<file path="src/ftc_pkg.sv">
// ftc_pkg: constants shared by the fault-tolerant transceiver control block
// assumes a 200 MHz device clock; filter counts are overridable at the top
package ftc_pkg;
	// ==========================================================
	// clock and timing
	localparam int CLK_PERIOD_PS     = 5000;       // 200 MHz
	localparam int TX_STUCK_US       = 2000;       // 2.0 ms stuck-dominant limit
	localparam int TX_STUCK_CYCLES   = (TX_STUCK_US * 1000 * 1000) / CLK_PERIOD_PS;
	localparam int FILT_DEFAULT      = 1000;       // plain default filter count
	localparam int CNT_W             = 24;         // width of all filter counters
	// ==========================================================
	// fault numbering (bit index = fault number minus one)
	localparam int NUM_FAULTS        = 8;
	localparam int F1_HIGH_OPEN      = 0;
	localparam int F2_LOW_OPEN       = 1;
	localparam int F3_HIGH_BAT       = 2;
	localparam int F4_LOW_GND        = 3;
	localparam int F5_HIGH_GND       = 4;
	localparam int F6_LOW_BAT        = 5;
	localparam int F7_WIRES_SHORT    = 6;
	localparam int F8_HIGH_5V        = 7;
	localparam int STAT_HALF         = 4;          // flags per status register
	localparam int FIFO_DEPTH        = 8;
	// ==========================================================
	// receive path selection
	typedef enum logic [1:0] {
		RX_DIFF = 2'b00,                       // differential comparison
		RX_HIGH = 2'b01,                       // single wire on high wire
		RX_LOW  = 2'b10                        // single wire on low wire
	} ftc_rxsel_t;
	// transceiver operating modes
	typedef enum logic [1:0] {
		MODE_STANDBY   = 2'b00,
		MODE_FULL      = 2'b01,
		MODE_LISTEN    = 2'b10
	} ftc_mode_t;
endpackage : ftc_pkg
</file>
<file path="src/ftc_ctrl.sv">
// ftc_ctrl: digital control of a low-speed fault-tolerant bus transceiver
// assumes comparator and sense inputs already synchronous to clk
// Behaviour
// RL1: no fault: receive follows differential comparison
// RL2: listen-only: transmitter off, receive shows transmit OR bus
// RL3: fault handling same in full and listen modes
// RL4: eight fault types, numbered one to eight
// RL5: faults 3,6 single-wire after detect filter
// RL6: faults 3,6 recover after recovery filter
// RL7: faults 4,7: dominant, then low driver off
// RL8: faults 4,7 recover after recessive filter time
// RL9: transmit automatically on the intact wire
// RL10: latch one flag per fault, two registers
// RL11: masked interrupt when any fault flag set
// RL12: flag stays until read after recovery
// RL13: transmit dominant over 2.0 ms disables drivers
// RL14: over-temperature disables only transmitter stages
// RL15: standby: drivers/receivers off, detect 3,4,7,8
// RL16: supply under-voltage forces standby mode
// RL17: filter times are parameterised cycle counts
// RL18: filter counter restarts when condition drops
`timescale 1ns/1ps
`default_nettype none
module ftc_ctrl
	import ftc_pkg::*;
#(
	parameter int F3_DET     = FILT_DEFAULT,        // fault3_detect_filter
	parameter int F6_DET     = FILT_DEFAULT,        // fault6_detect_filter
	parameter int F3_REC     = FILT_DEFAULT,        // fault3_recover_filter
	parameter int F6_REC     = FILT_DEFAULT,        // fault6_recover_filter
	parameter int F47_TOUT   = FILT_DEFAULT,        // low-wire fault time-out
	parameter int F478_REC   = FILT_DEFAULT,        // low_wire_fault_recover_filter
	parameter int TX_STUCK   = TX_STUCK_CYCLES      // stuck-dominant limit in cycles
) (
	// clock and reset
	input  wire logic                     clk,
	input  wire logic                     reset_n,
	// protocol controller side (dominant = 0)
	input  wire logic                     txIn,
	output logic                          rxOut,
	// mode control
	input  wire logic [1:0]               modeSel,
	input  wire logic                     supplyLow,
	input  wire logic                     overTemp,
	// bus comparators (1 = dominant or fault condition true)
	input  wire logic                     diffDominant,
	input  wire logic                     highDominant,
	input  wire logic                     lowDominant,
	input  wire logic [NUM_FAULTS-1:0]    faultRaw,
	// driver and termination controls
	output logic                          highDriverEn,
	output logic                          lowDriverEn,
	output logic                          highTermEn,
	output logic                          lowTermEn,
	output logic                          receiverEn,
	output logic                          wakeDetectEn,
	// status: flags and interrupt
	output logic [STAT_HALF-1:0]          busErrorStatusHigh,
	output logic [STAT_HALF-1:0]          busErrorStatusLow,
	input  wire logic                     statusRead,
	input  wire logic [NUM_FAULTS-1:0]    faultMask,
	output logic                          irq,
	output logic                          txStuck,
	// fault event stream
	output logic                          evValid,
	input  wire logic                     evReady,
	output logic [NUM_FAULTS-1:0]         evData,
	output logic                          evDropped
);
	// ==========================================================
	// mode decode
	wire ftc_mode_t modeEff = supplyLow ? MODE_STANDBY : ftc_mode_t'(modeSel); // RL16
	wire isStandby = (modeEff == MODE_STANDBY);
	wire isListen  = (modeEff == MODE_LISTEN);
	// standby keeps only 3,4,7,8 watched; full and listen watch all alike
	wire [NUM_FAULTS-1:0] watchMask = isStandby ?             // RL15 RL3
		((NUM_FAULTS'(1) << F3_HIGH_BAT) | (NUM_FAULTS'(1) << F4_LOW_GND) |
		 (NUM_FAULTS'(1) << F7_WIRES_SHORT) | (NUM_FAULTS'(1) << F8_HIGH_5V)) :
		{NUM_FAULTS{1'b1}};
	wire [NUM_FAULTS-1:0] faultSeen = faultRaw & watchMask;    // RL4
	wire lowWireFault = faultSeen[F4_LOW_GND] | faultSeen[F7_WIRES_SHORT];

	// ==========================================================
	// filter counters: fault 3, fault 6, low-wire (4/7) detect and recover
	logic [CNT_W-1:0] f3Cnt_q, f6Cnt_q, f47Cnt_q;
	logic             f3Act_q, f6Act_q, f47Act_q;      // single-wire decisions
	// count target depends on whether we are detecting or recovering
	wire [CNT_W-1:0] f3Lim  = f3Act_q  ? CNT_W'(F3_REC)   : CNT_W'(F3_DET);  // RL17
	wire [CNT_W-1:0] f6Lim  = f6Act_q  ? CNT_W'(F6_REC)   : CNT_W'(F6_DET);
	wire [CNT_W-1:0] f47Lim = f47Act_q ? CNT_W'(F478_REC) : CNT_W'(F47_TOUT);
	// counting condition: fault present when idle, absent when active
	wire f3Run  = f3Act_q  ? !faultSeen[F3_HIGH_BAT] : faultSeen[F3_HIGH_BAT];
	wire f6Run  = f6Act_q  ? !faultSeen[F6_LOW_BAT]  : faultSeen[F6_LOW_BAT];
	// recovery from 4/7 needs the fault gone and the wires recessive
	wire f47Run = f47Act_q ? (!lowWireFault && !diffDominant) : lowWireFault;
	wire f3Hit  = f3Run  && (f3Cnt_q  >= f3Lim  - 1'b1);
	wire f6Hit  = f6Run  && (f6Cnt_q  >= f6Lim  - 1'b1);
	wire f47Hit = f47Run && (f47Cnt_q >= f47Lim - 1'b1);
	// a dropout restarts the count; a completed count flips the decision
	always_ff @(posedge clk or negedge reset_n) begin
		if (!reset_n) begin
			f3Cnt_q  <= '0;
			f6Cnt_q  <= '0;
			f47Cnt_q <= '0;
			f3Act_q  <= 1'b0;
			f6Act_q  <= 1'b0;
			f47Act_q <= 1'b0;
		end else begin
			f3Cnt_q  <= (f3Run && !f3Hit)   ? f3Cnt_q + 1'b1  : '0;  // RL18 RL5 RL6
			f6Cnt_q  <= (f6Run && !f6Hit)   ? f6Cnt_q + 1'b1  : '0;  // RL18 RL5 RL6
			f47Cnt_q <= (f47Run && !f47Hit) ? f47Cnt_q + 1'b1 : '0;  // RL18 RL7 RL8
			if (f3Hit)  f3Act_q  <= !f3Act_q;   // RL5 RL6
			if (f6Hit)  f6Act_q  <= !f6Act_q;   // RL5 RL6
			if (f47Hit) f47Act_q <= !f47Act_q;  // RL7 RL8
		end
	end

	// ==========================================================
	// transmit stuck-dominant guard
	logic [CNT_W-1:0] txCnt_q;
	logic             txStuck_q;
	always_ff @(posedge clk or negedge reset_n) begin
		if (!reset_n) begin
			txCnt_q   <= '0;
			txStuck_q <= 1'b0;
		end else if (txIn) begin
			// recessive clears the guard: the node may transmit again
			txCnt_q   <= '0;
			txStuck_q <= 1'b0;
		end else if (txCnt_q >= CNT_W'(TX_STUCK)) begin
			txStuck_q <= 1'b1;                  // RL13
		end else begin
			txCnt_q <= txCnt_q + 1'b1;
		end
	end
	assign txStuck = txStuck_q;

	// ==========================================================
	// receive selection and driver control
	// high-wire faults push reception to the low wire, low-wire faults to the high wire
	wire highBad = f3Act_q;
	wire lowBad  = f6Act_q | f47Act_q;
	wire ftc_rxsel_t rxSel = lowBad ? RX_HIGH : (highBad ? RX_LOW : RX_DIFF); // RL1
	wire busDom = (rxSel == RX_HIGH) ? highDominant :
	              (rxSel == RX_LOW)  ? lowDominant  : diffDominant;
	// untimed 4/7 shows as permanent dominant until the time-out flips lowBad
	wire txAllowed = (modeEff == MODE_FULL) && !txStuck_q && !overTemp; // RL13 RL14 RL2
	wire rxDomNext = isStandby ? 1'b0 : (busDom | (isListen & !txIn)); // RL2
	logic rxOut_q, hiDrv_q, loDrv_q, hiTerm_q, loTerm_q;
	always_ff @(posedge clk or negedge reset_n) begin
		if (!reset_n) begin
			rxOut_q  <= 1'b1;
			hiDrv_q  <= 1'b0;
			loDrv_q  <= 1'b0;
			hiTerm_q <= 1'b1;
			loTerm_q <= 1'b1;
		end else begin
			rxOut_q  <= !rxDomNext;                         // RL1 RL2
			hiDrv_q  <= txAllowed && !highBad;              // RL9 RL14
			loDrv_q  <= txAllowed && !lowBad;               // RL9 RL7
			hiTerm_q <= !highBad;                           // RL9
			loTerm_q <= !lowBad;                            // RL7
		end
	end
	assign rxOut        = rxOut_q;
	assign highDriverEn = hiDrv_q;
	assign lowDriverEn  = loDrv_q;
	assign highTermEn   = hiTerm_q;
	assign lowTermEn    = loTerm_q;
	assign receiverEn   = !isStandby;   // RL15
	assign wakeDetectEn = isStandby;    // RL15

	// ==========================================================
	// sticky fault flags, cleared by a read only once the fault is gone
	logic [NUM_FAULTS-1:0] flags_q;
	logic [NUM_FAULTS-1:0] faultPrev_q;
	wire  [NUM_FAULTS-1:0] faultRise = faultSeen & ~faultPrev_q;
	generate
		for (genvar i = 0; i < NUM_FAULTS; i++) begin : g_flag
			// set wins over a clear in the same cycle
			always_ff @(posedge clk or negedge reset_n) begin
				if (!reset_n) begin
					flags_q[i] <= 1'b0;
				end else if (faultSeen[i]) begin
					flags_q[i] <= 1'b1;                  // RL10
				end else if (statusRead) begin
					flags_q[i] <= 1'b0;                  // RL12
				end
			end
		end
	endgenerate
	always_ff @(posedge clk or negedge reset_n) begin
		if (!reset_n) faultPrev_q <= '0;
		else          faultPrev_q <= faultSeen;
	end
	assign busErrorStatusLow  = flags_q[STAT_HALF-1:0];          // faults 1..4
	assign busErrorStatusHigh = flags_q[NUM_FAULTS-1:STAT_HALF]; // faults 5..8
	assign irq = |(flags_q & ~faultMask);                        // RL11

	// ==========================================================
	// fault onset events buffered for the host; overflow flagged
	logic evDropped_q;
	logic fifoInReady;
	wire  evPush = |faultRise;
	ftc_fifo #(.WIDTH(NUM_FAULTS), .DEPTH(FIFO_DEPTH)) u_fifo (
		.clk      (clk),
		.reset_n  (reset_n),
		.inValid  (evPush),
		.inReady  (fifoInReady),
		.inData   (faultRise),
		.outValid (evValid),
		.outReady (evReady),
		.outData  (evData)
	);
	// the flags still hold the fault when the stream backs up
	always_ff @(posedge clk or negedge reset_n) begin
		if (!reset_n)                    evDropped_q <= 1'b0;
		else if (evPush && !fifoInReady) evDropped_q <= 1'b1;
	end
	assign evDropped = evDropped_q;

	// ==========================================================
	// checks
	a_listen_no_drive: assert property (@(posedge clk) disable iff (!reset_n)
		isListen |=> !highDriverEn && !lowDriverEn) else $error("driver on in listen"); // RL2
	a_listen_rx_tx: assert property (@(posedge clk) disable iff (!reset_n)
		(isListen && !txIn) |=> !rxOut) else $error("listen rx not dominant"); // RL2
	a_diff_rx: assert property (@(posedge clk) disable iff (!reset_n)
		(modeEff == MODE_FULL && !highBad && !lowBad) |=> rxOut == !$past(diffDominant))
		else $error("rx not differential"); // RL1
	a_flag_set: assert property (@(posedge clk) disable iff (!reset_n)
		faultSeen[0] |=> busErrorStatusLow[0]) else $error("flag not latched"); // RL10
	a_flag_hold: assert property (@(posedge clk) disable iff (!reset_n)
		(flags_q[1] && !statusRead) |=> flags_q[1]) else $error("flag lost"); // RL12
	a_irq_mask: assert property (@(posedge clk) disable iff (!reset_n)
		irq == |(flags_q & ~faultMask)) else $error("irq mismatch"); // RL11
	a_stuck_off: assert property (@(posedge clk) disable iff (!reset_n)
		txStuck |=> !highDriverEn && !lowDriverEn) else $error("stuck tx drives"); // RL13
	a_hot_off: assert property (@(posedge clk) disable iff (!reset_n)
		overTemp |=> !highDriverEn && !lowDriverEn) else $error("hot tx drives"); // RL14
	a_uv_standby: assert property (@(posedge clk) disable iff (!reset_n)
		supplyLow |-> !receiverEn && wakeDetectEn) else $error("uv not standby"); // RL16
	a_f3_restart: assert property (@(posedge clk) disable iff (!reset_n)
		(!f3Act_q && !faultSeen[F3_HIGH_BAT]) |=> f3Cnt_q == '0) else $error("f3 no restart"); // RL18

	// ==========================================================
	// further checks on modes, decisions and driver control
	// standby keeps the receive line recessive
	a_standby_rx_idle: assert property (@(posedge clk) disable iff (!reset_n) // RL15
		isStandby |=> rxOut) else $error("standby rx dominant");
	// standby swaps the receiver for wake-up detection
	a_standby_wake: assert property (@(posedge clk) disable iff (!reset_n) // RL15
		isStandby |-> wakeDetectEn && !receiverEn) else $error("standby wake off");
	// full mode always listens
	a_full_rx_on: assert property (@(posedge clk) disable iff (!reset_n) // RL3
		(modeEff == MODE_FULL) |-> receiverEn) else $error("full rx off");
	// listen-only mode always listens
	a_listen_rx_on: assert property (@(posedge clk) disable iff (!reset_n) // RL2
		isListen |-> receiverEn) else $error("listen rx off");
	// high-wire fault drops the high termination
	a_f3_single: assert property (@(posedge clk) disable iff (!reset_n) // RL5
		f3Act_q |=> !highTermEn) else $error("f3 term on");
	// low-wire faults drop the low termination
	a_low_term_off: assert property (@(posedge clk) disable iff (!reset_n) // RL7
		lowBad |=> !lowTermEn) else $error("low term on");
	// low-wire faults stop the low driver
	a_low_drv_off: assert property (@(posedge clk) disable iff (!reset_n) // RL9
		lowBad |=> !lowDriverEn) else $error("low drv on");
	// high-wire fault stops the high driver
	a_high_drv_off: assert property (@(posedge clk) disable iff (!reset_n) // RL9
		highBad |=> !highDriverEn) else $error("high drv on");
	// fault 6 alone also stops the low driver
	a_f6_single: assert property (@(posedge clk) disable iff (!reset_n) // RL5
		f6Act_q |=> !lowDriverEn) else $error("f6 drv on");
	// no fault decision: both terminations stay on
	a_diff_terms: assert property (@(posedge clk) disable iff (!reset_n) // RL1
		(!highBad && !lowBad) |=> highTermEn && lowTermEn) else $error("diff term off");
	// fault 3 decision only after the fault was seen
	a_f3_det_cause: assert property (@(posedge clk) disable iff (!reset_n) // RL5
		$rose(f3Act_q) |-> $past(faultSeen[F3_HIGH_BAT])) else $error("f3 false detect");
	// fault 3 recovery only with the fault gone
	a_f3_rec_cause: assert property (@(posedge clk) disable iff (!reset_n) // RL6
		$fell(f3Act_q) |-> !$past(faultSeen[F3_HIGH_BAT])) else $error("f3 false recover");
	// fault 6 decision only after the fault was seen
	a_f6_det_cause: assert property (@(posedge clk) disable iff (!reset_n) // RL5
		$rose(f6Act_q) |-> $past(faultSeen[F6_LOW_BAT])) else $error("f6 false detect");
	// fault 6 recovery only with the fault gone
	a_f6_rec_cause: assert property (@(posedge clk) disable iff (!reset_n) // RL6
		$fell(f6Act_q) |-> !$past(faultSeen[F6_LOW_BAT])) else $error("f6 false recover");
	// low-wire time-out only while 4 or 7 stands
	a_f47_det_cause: assert property (@(posedge clk) disable iff (!reset_n) // RL7
		$rose(f47Act_q) |-> $past(lowWireFault)) else $error("f47 false detect");
	// low-wire recovery needs recessive wires
	a_f47_rec_quiet: assert property (@(posedge clk) disable iff (!reset_n) // RL8
		$fell(f47Act_q) |-> !$past(diffDominant)) else $error("f47 recover on dom");
	// fault 6 dropout restarts its counter
	a_f6_restart: assert property (@(posedge clk) disable iff (!reset_n) // RL18
		(!f6Act_q && !faultSeen[F6_LOW_BAT]) |=> f6Cnt_q == '0) else $error("f6 no restart");
	// low-wire dropout restarts its counter
	a_f47_restart: assert property (@(posedge clk) disable iff (!reset_n) // RL18
		(!f47Act_q && !lowWireFault) |=> f47Cnt_q == '0) else $error("f47 no restart");
	// stuck flag only rises on a dominant transmit
	a_stuck_cause: assert property (@(posedge clk) disable iff (!reset_n) // RL13
		$rose(txStuck) |-> !$past(txIn)) else $error("stuck without dominant");
	// recessive transmit frees the node again
	a_stuck_clear: assert property (@(posedge clk) disable iff (!reset_n) // RL13
		txIn |=> !txStuck) else $error("stuck not cleared");
	// fault 4 lands in the low status half
	a_flag_f4: assert property (@(posedge clk) disable iff (!reset_n) // RL10
		faultSeen[F4_LOW_GND] |=> busErrorStatusLow[F4_LOW_GND]) else $error("f4 flag lost");
	// low-wire faults put single-wire reception on the high wire
	a_rx_high_sel: assert property (@(posedge clk) disable iff (!reset_n) // RL7
		(lowBad && modeEff == MODE_FULL) |=> rxOut == !$past(highDominant))
		else $error("rx not on high wire");
	// under-voltage never leaves a driver on
	a_uv_no_drive: assert property (@(posedge clk) disable iff (!reset_n) // RL16
		supplyLow |=> !highDriverEn && !lowDriverEn) else $error("uv drives");
endmodule : ftc_ctrl
`default_nettype wire

</file>
<file path="src/ftc_fifo.sv">
// ftc_fifo: small synchronous FIFO with valid/ready on both sides
// assumes one clock domain and an active-low asynchronous reset
`timescale 1ns/1ps
`default_nettype none
module ftc_fifo #(
	parameter int WIDTH = 8,
	parameter int DEPTH = 8
) (
	// clock and reset
	input  wire logic             clk,
	input  wire logic             reset_n,
	// filling side
	input  wire logic             inValid,
	output logic                  inReady,
	input  wire logic [WIDTH-1:0] inData,
	// draining side
	output logic                  outValid,
	input  wire logic             outReady,
	output logic      [WIDTH-1:0] outData
);
	localparam int AW = $clog2(DEPTH);
	// ==========================================================
	// storage and pointers
	logic [WIDTH-1:0] mem_q [DEPTH];               // entry array
	logic [AW-1:0]    wrPtr_q;                     // next write slot
	logic [AW-1:0]    rdPtr_q;                     // next read slot
	logic [AW:0]      count_q;                     // fill level
	wire              doWrite = inValid && inReady;
	wire              doRead  = outValid && outReady;
	assign inReady  = (count_q != DEPTH[AW:0]);
	assign outValid = (count_q != '0);
	assign outData  = mem_q[rdPtr_q];
	// write side: only the storage, no reset needed on data
	always_ff @(posedge clk) begin
		if (doWrite) begin
			mem_q[wrPtr_q] <= inData;
		end
	end
	// pointer and level bookkeeping
	always_ff @(posedge clk or negedge reset_n) begin
		if (!reset_n) begin
			wrPtr_q <= '0;
			rdPtr_q <= '0;
			count_q <= '0;
		end else begin
			if (doWrite) wrPtr_q <= (wrPtr_q == AW'(DEPTH - 1)) ? '0 : wrPtr_q + 1'b1;
			if (doRead)  rdPtr_q <= (rdPtr_q == AW'(DEPTH - 1)) ? '0 : rdPtr_q + 1'b1;
			count_q <= count_q + (AW+1)'(doWrite) - (AW+1)'(doRead);
		end
	end
endmodule : ftc_fifo
`default_nettype wire

</file>
<file path="config.mk">
export PLATFORM = sky130hd
export DESIGN_NAME = ftc_ctrl
export DESIGN_NICKNAME = d
export VERILOG_FILES = /design/src/ftc_pkg.sv /design/src/ftc_ctrl.sv /design/src/ftc_fifo.sv
export SDC_FILE = /design/constraint.sdc
export NUM_CORES = 1
export LEC_CHECK = 0
export BUFFER_PORTS_ARGS = -buffer_cell sky130_fd_sc_hd__buf_2
export CAP_MARGIN = 20
export CORE_MARGIN = 2
export CORE_UTILIZATION = 45
export CTS_CLUSTER_DIAMETER = 120
export DETAILED_ROUTE_END_ITERATION = 8
export GPL_TIMING_DRIVEN = 0
export HOLD_SLACK_MARGIN = 0.12
export PLACE_DENSITY = 0.7
export SETUP_SLACK_MARGIN = 0.5
export SYNTH_ARGS = -nofsm -noshare
export SYNTH_HDL_FRONTEND = slang
export SYNTH_SLANG_ARGS = --single-unit
</file>
<file path="constraint.sdc">
create_clock -name clk -period 2.7 [get_ports clk]
set_clock_uncertainty 0.1 [all_clocks]
set_input_delay 0.54 -clock clk [delete_from_list [all_inputs] [get_ports clk]]
set_output_delay 0.54 -clock clk [all_outputs]
set_load 0.02 [all_outputs]
</file>
== Word level (Yosys, flattened, before mapping) ==
Memory sizes are Yosys's and may differ from the RTL's.
Index checks and enable logic that the tools add are counted.

* $add $sub $neg: 8
* Magnitude comparators: 4
* Equal/unequal tests: 8
* Mux-type cells: 30
* Bitwise operators: 9
* Reductions and logical operators: 44

{| class="wikitable"
|+ Operators by type and width
! kind !! number
|-
| 24-bit two-way mux || 5
|-
| 24-bit by 1-bit adder with 24-bit output, second input constant || 4
|-
| 24-bit by 10-bit greater-or-equal comparator with 1-bit output, second input constant || 3
|-
| 8-bit bitwise AND || 3
|-
| 24-bit by 19-bit greater-or-equal comparator with 1-bit output, second input constant || 1
|-
| 1-bit two-way mux || 19
|-
| 2-bit nonzero test || 9
|-
| 1-bit logical NOT || 17
|-
| 8-bit inverter || 2
|-
| 8-bit OR reduction || 2
|-
| 1-bit logical AND || 14
|-
| 3-bit by 1-bit adder with 3-bit output, second input constant || 2
|-
| 3-bit equality test, second input constant || 2
|-
| 2-bit two-way mux || 3
|-
| 3-bit two-way mux || 2
|-
| 6-bit two-way mux || 1
|-
| 4-bit by 1-bit adder with 4-bit output || 1
|-
| 2-bit by 1-bit equality test with 1-bit output, second input constant || 2
|-
| 2-bit equality test, second input constant || 2
|-
| 4-bit inequality test, second input constant || 1
|-
| 4-bit nonzero test || 1
|-
| 4-bit by 1-bit subtractor with 4-bit output || 1
|-
| 1-bit OR || 3
|-
| 2-bit logical NOT || 1
|-
| 2 further kinds || 2
|}

* Flip-flop bits (word level): 132
* Memory bits (writable): 64
* Input port bits: 28
* Logic and storage cells: 130
* Memories: 1

{| class="wikitable"
|+ Memories
! memory !! depth !! width !! read ports !! clocked after memory_dff !! write ports !! RTL line !! text
|-
| u_fifo.mem_q || 8 || 8 || 1 || 0 || 1 || ftc_fifo.sv:24 || <nowiki>logic [WIDTH-1:0] mem_q [DEPTH];</nowiki>
|}

== Depth between registers and ports, before layout ==
Gate-level depths: netlist of the first run.

* Depth in word-level cells: 12
* Gate-level depth with buffers: 11
* Depth with buffers taken out: 11

== Hierarchy ==
From an unflattened synthesis of the first run, not the netlist that was laid out.

* Cell total of the unflattened synthesis: 552
* Area total of the unflattened synthesis: 7,878.8 sq um

{| class="wikitable"
|+ Modules (own cells, without submodules)
! module !! instances !! cells an instance !! area each (sq um) !! sequential area each (sq um)
|-
| ftc_ctrl || 1 || 403 || 4,787.1 || 3,056.7
|-
| ftc_fifo || 1 || 149 || 3,091.7 || 2,172.1
|}

== Worst setup path before layout of the first run ==
OpenSTA, ideal clock, no wires.

* Path type: in2reg
* From: in faultRaw[2]
* To: mem u_fifo.mem_q[2][0], enable pin
* Library setup time: 395 ps
* Arrival time: 2,458 ps
* Data required time: 2,205 ps
* Path slack: -253 ps
* Stages: 5
* Path buffers: 1
* Path through: nor2b_1 > nor4_1 > a31oi_1 > clkbuf_1 > nor4bb_1

* Cells in the longest elaborated chain, start to end: 6

{| class="wikitable"
|+ Ends and longest elaborated chain
! item !! RTL line !! text
|-
| start, declared || ftc_ctrl.sv:49 || <nowiki>input wire logic [NUM_FAULTS-1:0] faultRaw,</nowiki>
|-
| 8-bit bitwise AND || ftc_ctrl.sv:80 || <nowiki>wire [NUM_FAULTS-1:0] faultSeen = faultRaw & watchMask;</nowiki>
|-
| 8-bit bitwise AND || ftc_ctrl.sv:177 || <nowiki>wire [NUM_FAULTS-1:0] faultRise = faultSeen & ~faultPrev_q;</nowiki>
|-
| 8-bit OR reduction || ftc_ctrl.sv:204 || <nowiki>wire evPush = |faultRise;</nowiki>
|-
| 1-bit logical AND || ftc_fifo.sv:28 || <nowiki>wire doWrite = inValid && inReady;</nowiki>
|-
| named net u_fifo.doWrite || ftc_fifo.sv:28 ||
|-
| 1-bit two-way mux || ftc_fifo.sv:35 || <nowiki>if (doWrite) begin</nowiki>
|-
| 1-bit two-way mux (not written as such) || ftc_fifo.sv:36 || <nowiki>mem_q[wrPtr_q] <= inData;</nowiki>
|-
| end, declared || ftc_fifo.sv:24 ||
|}

The timed path passes the listed nets, and every way through them passes these cells.

== Worst setup path in the final report of the first run ==
* From: reg u_fifo.rdPtr_q[0]
* To: out evData[4]

* Cells in the longest elaborated chain, start to end: 1

{| class="wikitable"
|+ Ends and longest elaborated chain
! item !! RTL line !! text
|-
| start, declared || ftc_fifo.sv:26 || <nowiki>logic [AW-1:0] rdPtr_q;</nowiki>
|-
| start signal, assigned || ftc_fifo.sv:47 || <nowiki>if (doRead) rdPtr_q <= (rdPtr_q == AW'(DEPTH - 1)) ? '0 : rdPtr_q + 1'b1;</nowiki>
|-
| memory read 8 x 8 bit || n/a ||
|-
| end, declared || ftc_ctrl.sv:67 || <nowiki>output logic [NUM_FAULTS-1:0] evData,</nowiki>
|}

Every way passes these cells.

==> results of run 1 <==
==> stage by stage <==
stage	total power, mW	setup slack, ns	setup TNS (ns)
6_report	8.52	0.0410	0
5_1_grt	8.94	-0.0437	-0.235
4_1_cts	8.53	0.0125	0
3_5_place_dp	5.53	-0.0605	-0.912
3_3_place_gp	5.42	-0.587	-75.49
2_1_floorplan	4.97	0.501	0
==> logic make-up (layout without fill, tap and decap cells) <==
| family | after synthesis | in the layout | share of synthesized area, % |
|---|---|---|---|
| compound gates | 69 | 69 | 5.75 |
| xor+xnor | 24 | 24 | 2.64 |
| fa+ha+maj | 16 | 16 | 2.61 |
| buf+inv | 51 | 160 | 2.56 |
| flops | 196 | 196 | 65.6 |
| mux | 37 | 37 | 7.46 |
| other cells | 1 | 42 | 0.0471 |
| simple gates | 187 | 187 | 13.3 |
==> final timing paths <==
check / slack (ns) / end / start
setup / recovery: 0.04 / evData[4] / u_fifo.rdPtr_q[0]
hold / removal: 0.21 / busErrorStatusHigh[1] / statusRead
setup reg to reg: 0.56 / u_fifo.count_q[1] / faultPrev_q[2]
hold reg to reg: 0.39 / f47Cnt_q[0] / f47Cnt_q[0]
max in group asynchronous: 1.19 / u_fifo.count_q[1] / reset_n
min in group asynchronous: 0.57 / txCnt_q[15] / reset_n
==> cells in the mapped netlist, types with 4 or more instances <==
cell and count:
sky130_fd_sc_hd__edfxtp_1 64, sky130_fd_sc_hd__and4_1 10, sky130_fd_sc_hd__xnor2_1 15, sky130_fd_sc_hd__o31ai_1 12, sky130_fd_sc_hd__buf_2 4, sky130_fd_sc_hd__nor2b_1 18, sky130_fd_sc_hd__nor2_1 52, sky130_fd_sc_hd__inv_1 33
sky130_fd_sc_hd__xor2_1 9, sky130_fd_sc_hd__nor3_1 6, sky130_fd_sc_hd__nand3_1 21, sky130_fd_sc_hd__o22ai_1 4, sky130_fd_sc_hd__mux4_2 16, sky130_fd_sc_hd__nand4_1 10, sky130_fd_sc_hd__a21o_1 11, sky130_fd_sc_hd__nor4_1 11
sky130_fd_sc_hd__and3_1 5, sky130_fd_sc_hd__clkbuf_1 12, sky130_fd_sc_hd__dfrtp_1 129, sky130_fd_sc_hd__o21ai_0 8, sky130_fd_sc_hd__nand2_1 16, sky130_fd_sc_hd__ha_1 15, sky130_fd_sc_hd__mux2_2 18, sky130_fd_sc_hd__or4_1 13
sky130_fd_sc_hd__a21oi_1 19, sky130_fd_sc_hd__and2_1 7
==> routing by layer <==
metal,vias up,share of wire (%),global-route usage [%]
met5,-,0,0
met4,0,1.5,6.30
met3,26,3.8,4.11
met2,111,53,31.5
met1,2560,42,22.0
li1,2357,-,-
==> flip-flops by register name, summed over array words and instances, names as in the netlist, 3 cells and up <==
register	cells
u_fifo.mem_q	64
f3Cnt_q	24
f47Cnt_q	24
f6Cnt_q	24
txCnt_q	24
faultPrev_q	8
busErrorStatusHigh	4
busErrorStatusLow	4
u_fifo.count_q	4
u_fifo.rdPtr_q	3
u_fifo.wrPtr_q	3
==> cells in the final DEF, fill, tap and decap left out, drive strengths merged, types with 3 or more instances in the layout <==
cell type,count
mux4,16
o31ai,12
mux2,19
o22ai,4
or4,13
nor2,52
nor4,12
xnor2,15
dfstp,3
clkbuf,36
and3,5
nor3,7
inv,33
xor2,9
nand3,21
nor2b,18
and4,10
edfxtp,64
nand2b,3
and4b,3
and2,7
buf,83
a211o,3
dfrtp,129
o21ai,8
nand2,16
ha,15
conb,42
nand4,10
a21oi,19
clkinv,5
a21o,11
a31oi,3
==> area by class of cell <==
class                      count  share of cell area, %
clock inverter                 7                  0.676
buffer                        18                   1.42
multi-input combinational    375                   29.0
inverter                      33                   1.26
timing repair buffer          77                   5.96
tap                          225                   2.87
sequential                   196                   53.3
clock buffer                  25                   5.48
==> power groups by stage <==
| stage | sequential (mW) | clock, mW | combinational (mW) |
|---|---|---|---|
| 2_1_floorplan | 3.68 | 0 | 1.28 |
| 3_3_place_gp | 3.68 | 0 | 1.73 |
| 5_1_grt | 3.70 | 2.70 | 2.54 |
| 3_5_place_dp | 3.72 | 0 | 1.81 |
| 4_1_cts | 3.66 | 2.56 | 2.31 |
| 6_report | 3.66 | 2.52 | 2.34 |
==> what timing repair did <==
action                     in CTS  in global routing
setup buffers                  13                  7
setup endpoints to repair      76                 46
resized for setup              46                 20
cloned                          1                  0
hold buffers                    1                  0
pin swaps                       3                  5
hold endpoints to repair       61                  0
==> critical path: stages (launching register included) <==
cell	delay (ns)
sky130_fd_sc_hd__dfrtp_1	0.38
sky130_fd_sc_hd__buf_8	0.16
sky130_fd_sc_hd__buf_12	0.14
sky130_fd_sc_hd__mux4_2	0.50
sky130_fd_sc_hd__mux2_4	0.28
sky130_fd_sc_hd__buf_6	0.13
==> metrics, run 1 <==
RSZ-0062 raised after global routing=true; data arrival time of the critical path=2.02 ns; max_slew headroom=46.7%; Hold Violations, Final=0; fin crit share=98.5%; area occupied by registers=5230 um^2; post-route cell area=9810 um^2; Synth area leader=sky130_fd_sc_hd__dfrtp_1; crit path max fanout=6; Seq cells post-synth=196; DRC viols=0; net switching share of the total power=27.0%; overall global routing resource usage=18.1%; cell internal pwr=6.22 mW; number of buffers inserted during clock tree synthesis=17; area growth from synthesis to layout=23.1%; Synthesis Warnings=0; Final Max Slew Viols=0; worst hold stages=2; fill cell instance count of the final layout=1,373; post-placement cell count=902; residual overflow from global routing=0; clock network power share=29.6%; result of the run=completed; via density per instance=5.29; Crit Path Class=flip-flop to output port; synthesized area=7970 um^2; largest cells by area after synthesis=sky130_fd_sc_hd__dfrtp_1 (41%), sky130_fd_sc_hd__edfxtp_1 (24%), sky130_fd_sc_hd__mux4_2 (4.5%); Hold WC Path Type=input pin to flip-flop; worst skew pair latency=0.42 ns; power density of the placed cells=868 nW/um^2; WP data required=2.06 ns; Sinks on Clock Net=196; count of cell types in the netlist=55; count of inserted antenna diode cells=0; highest achievable clock rate=0.376 GHz; Die Outline Area=18,800 um^2; maximum number of pins on one net before global-route repair=69; maximum VDD drop=0.671 mV; number of cells in the finished layout apart from fillers=956; 1st-pass router iterations=5; capturing element type of the critical path=output port; clock input transition at the sequential cells of the worst setup and hold paths=0.06 ns; Comb pwr share=27.4%; area of the multi-input gates=2850 um^2; IO buf count=54; Initial Utilization=46.1%; net load switching power=2.30 mW; total number of nets in the final design=762; dominant synthesized flop cell=sky130_fd_sc_hd__dfrtp_1; Post-synth EDFFs=64; Min Hold Slack=0.214 ns; Root Buffer Master=sky130_fd_sc_hd__clkbuf_16; via count of the first global-routing pass=5,229; Core Area=17,300 um^2; total of max-cap violations=0; clock tree from TritonCTS=yes; Mapped Cells=581; die height=137 um; Worst Max-Slew Pin Slew=0.800 ns; Antenna Nets Post-Route=0; total via count in the routed design=5,054; number of antenna violations at the first check in global routing=0; static leakage=4.15 nW; worst reg-to-reg path cell count=8; IO Pins=55; cell row count=48; Period minus WS final=2.66 ns; total half-perimeter wirelength after legalization and detailed placement=10,300 um; Die Width=137 um; relative contribution of sequential cells to total power=43.0%; Yosys top cell area share=40.5%; global-route wire length before repair=25,700 um; global placer's final weighted congestion=0.832; Placed Area=8800 um^2; Seq/Total Area, Yosys=65.6%; share of async-settable or async-resettable flops after synthesis=67.3%; maximum root-to-sink buffer count=2; per-cell routed wire length=16.2 um; final setup violation count=0; final cell utilization of the core=56.7%; share of cells above drive strength 1=25.2%; drt initial violations=299; Routed Wire Length=15,500 um; Critical Path Source Type=flip-flop; post-synthesis area per instance=13.7 um^2; depth of the CTS H-tree=4
Power figures use the tool's default switching activity.
==> inputs of run 2 (changes only) <==
Settings changed: SYNTH_HIERARCHICAL set to 1.
==> run 2 against run 1 <==
Synthesized cell count down 5.0%. Combinational power rose by 16%. Sequential share of layout area shrank 1.8 points. Utilization up 2.2 points. Setup slack got worse by 0.011 ns. Cell count is 0.21% higher. Global-route usage is 0.30 points higher. Wire length grew 2.6%. Critical endpoint is now evData[2]. Largest cell class unchanged. Largest power group unchanged.
==> metrics, run 2 <==
total half-perimeter wirelength after legalization and detailed placement=10,100 um (-2.1%); Mapped Cells=552 (-5.0%); Critical Path Source Type=flip-flop; Post-synth EDFFs=64 (unchanged); 1st-pass router iterations=4 (-1); Critical Path Start=u_fifo/rdPtr_q[0]; crit path max fanout=4 (-2); FF-to-FF End=u_fifo/count_q[3]; DRC viols=0 (unchanged); dominant synthesized flop cell=sky130_fd_sc_hd__dfrtp_1; commonest non-fill, non-tap cell in the layout=sky130_fd_sc_hd__dfrtp_1; maximum root-to-sink buffer count=2 (unchanged); Min Hold Slack=0.143 ns (-0.0711 ns); post-placement cell count=875 (-3.0%); FF-to-FF Start=faultPrev_q[2]; number of buffers inserted during clock tree synthesis=17 (unchanged); RSZ-0062 raised after global routing=true; final setup violation count=0 (unchanged); Die Width=136 um (-0.56%); maximum VDD drop=0.745 mV (+11%); Synthesis Warnings=6 (+6); total of max-cap violations=0 (unchanged); depth of the CTS H-tree=4 (unchanged); number of cells in the finished layout apart from fillers=958 (+0.21%); clock input transition at the sequential cells of the worst setup and hold paths=0.07 ns (about the same); Antenna Nets Post-Route=0 (unchanged); global placer's final weighted congestion=0.837 (+0.59%); most frequent cells after synthesis=sky130_fd_sc_hd__dfrtp_1 (129), sky130_fd_sc_hd__edfxtp_1 (64), sky130_fd_sc_hd__nor2_1 (62), sky130_fd_sc_hd__inv_1 (28), sky130_fd_sc_hd__xnor2_1 (25); worst hold start=faultRaw[7]; register name with the most flops=u_fifo/mem_q; global-route wire length before repair=25,500 um (-0.67%); Initial Utilization=45.7% (-0.37 points); Final Max Slew Viols=0 (unchanged); die height=136 um (-0.56%); Seq/Total Area, Yosys=66.4% (+0.76 points); count of inserted antenna diode cells=0 (unchanged); WP data required=2.06 ns (about the same); Seq cells post-synth=196 (unchanged); fin crit share=98.9% (+0.42 points); total number of nets in the final design=764 (+0.26%); end point of the critical path=evData[2]; Synth area leader=sky130_fd_sc_hd__dfrtp_1; top-count cell post-synth=sky130_fd_sc_hd__dfrtp_1; Core Area=17,200 um^2 (-0.35%); Hold WC Path Type=input pin to flip-flop; post-route cell area=10,200 um^2 (+3.5%); worst skew pair latency=0.43 ns (about the same); final cell utilization of the core=58.9% (+2.2 points); data arrival time of the critical path=2.03 ns (about the same); Root Buffer Master=sky130_fd_sc_hd__clkbuf_16; Sinks on Clock Net=196 (unchanged); Worst Max-Slew Pin Slew=0.727 ns (-0.0724 ns); count of cell types in the netlist=52 (-5.5%); Yosys top cell area share=41.0% (+0.47 points); r2r setup slk=0.19 ns (-0.37 ns); power density of the placed cells=902 nW/um^2 (+3.9%); static leakage=4.41 nW (+6.2%); highest achievable clock rate=0.374 GHz (-0.43%); residual overflow from global routing=0 (unchanged); most frequent cells in the layout=sky130_fd_sc_hd__dfrtp_1 (128), sky130_fd_sc_hd__edfxtp_1 (64), sky130_fd_sc_hd__nor2_1 (59); cell row count=48 (unchanged); post-synthesis area per instance=14.3 um^2 (+4.0%); largest cells by area after synthesis=sky130_fd_sc_hd__dfrtp_1 (41%), sky130_fd_sc_hd__edfxtp_1 (24%), sky130_fd_sc_hd__nor2_1 (3.0%); Power, Total=9.15 mW (+7.5%); number of antenna violations at the first check in global routing=1 (+1); capturing element type of the critical path=output port; post-route worst setup slack=0.0296 ns (-0.0115 ns); pre-CTS WS=-0.804 ns (-0.744 ns); result of the run=completed; overall global routing resource usage=18.4% (+0.30 points); max_slew headroom=51.5% (+4.8 points); worst reg-to-reg path cell count=11 (+3); clock tree from TritonCTS=yes; via density per instance=5.03 (-4.8%); Routed Wire Length=15,900 um (+2.6%); drt initial violations=251 (-16%); share of cells above drive strength 1=31.5% (+6.3 points); Die Outline Area=18,600 um^2 (-1.1%); per-cell routed wire length=16.6 um (+2.4%); share of async-settable or async-resettable flops after synthesis=67.3% (unchanged); Largest register FFs=64 (unchanged); Period minus WS final=2.67 ns (+0.0115 ns); setup TNS=0 ns (unchanged); synthesized area=7880 um^2 (-1.1%); via count of the first global-routing pass=5,035 (-3.7%); total via count in the routed design=4,820 (-4.6%); IO buf count=53 (-1.9%); area growth from synthesis to layout=28.8%; IO Pins=55 (unchanged); maximum number of pins on one net before global-route repair=108 (+57%); Hold Violations, Final=0 (unchanged); Placed Area=8750 um^2 (-0.64%); Crit Path Class=flip-flop to output port
run 2: cell types whose count changed after synthesis, sizes merged, moves of 10 or more:
| cell | change |
|---|---|
| xnor2 | +10 |
| nor4 | +10 |
| a21oi | -10 |
| nor2 | +10 |
| o31ai | -12 |
| or4 | -11 |
run 2: cells by family (layout without fill, tap and decap cells):
group	count (synthesis)	count (layout)	synth area share, %
AOI/OAI and AO/OA	41	41	3.67
buffers and inverters	39	179	2.29
and+or+nand+nor	186	186	12.8
other	1	42	0.0476
xor gates and xnor gates	41	41	4.56
DFF	196	196	66.4
muxes	32	32	7.61
adders and majority gates	16	16	2.64
run 2: worst min-delay path by stage:
stage          cells after the start                    end
6_report                           1         faultPrev_q[7]
5_1_grt                            1         faultPrev_q[7]
2_1_floorplan                      0  busErrorStatusHigh[0]
3_5_place_dp                       1            f47Cnt_q[0]
4_1_cts                            1         faultPrev_q[7]
3_3_place_gp                       1              lowTermEn
run 2: what timing repair did:
action,4_1_cts,5_1_grt
gates resized for setup,79,19
gates cloned,2,0
endpoints found under the hold margin,25,0
hold buffers,1,0
pin swaps,20,8
endpoints found under the setup margin,81,82
setup buffers,39,9
run 2: cell type report:
cell class,instances,area (um^2)
Clock buffer,18,450
Fill cell,1308,7090
Clock inverter,14,198
Buffer,11,82.6
Multi-Input combinational cell,358,2870
Timing Repair Buffer,108,925
Sequential cell,196,5230
Tap cell,225,282
Inverter,28,114
run 2: layer usage:
layer  share of wire (%)  global-route usage, %
met1                  40                   21.4
met3                 3.9                   4.59
met5               0.082                      0
met2                  54                   32.6
met4                 2.1                   6.94
run 2: report_power, final:
group / switching, mW / internal (mW)
Combinational: 1.22 / 1.49
Sequential: 0.220 / 3.48
Clock: 1.12 / 1.62
run 2: critical path, stage by stage (launching register included):
cell,delay (ns)
sky130_fd_sc_hd__dfrtp_2,0.39
sky130_fd_sc_hd__buf_4,0.13
sky130_fd_sc_hd__buf_6,0.12
sky130_fd_sc_hd__mux4_2,0.53
sky130_fd_sc_hd__mux2_4,0.29
sky130_fd_sc_hd__buf_6,0.13
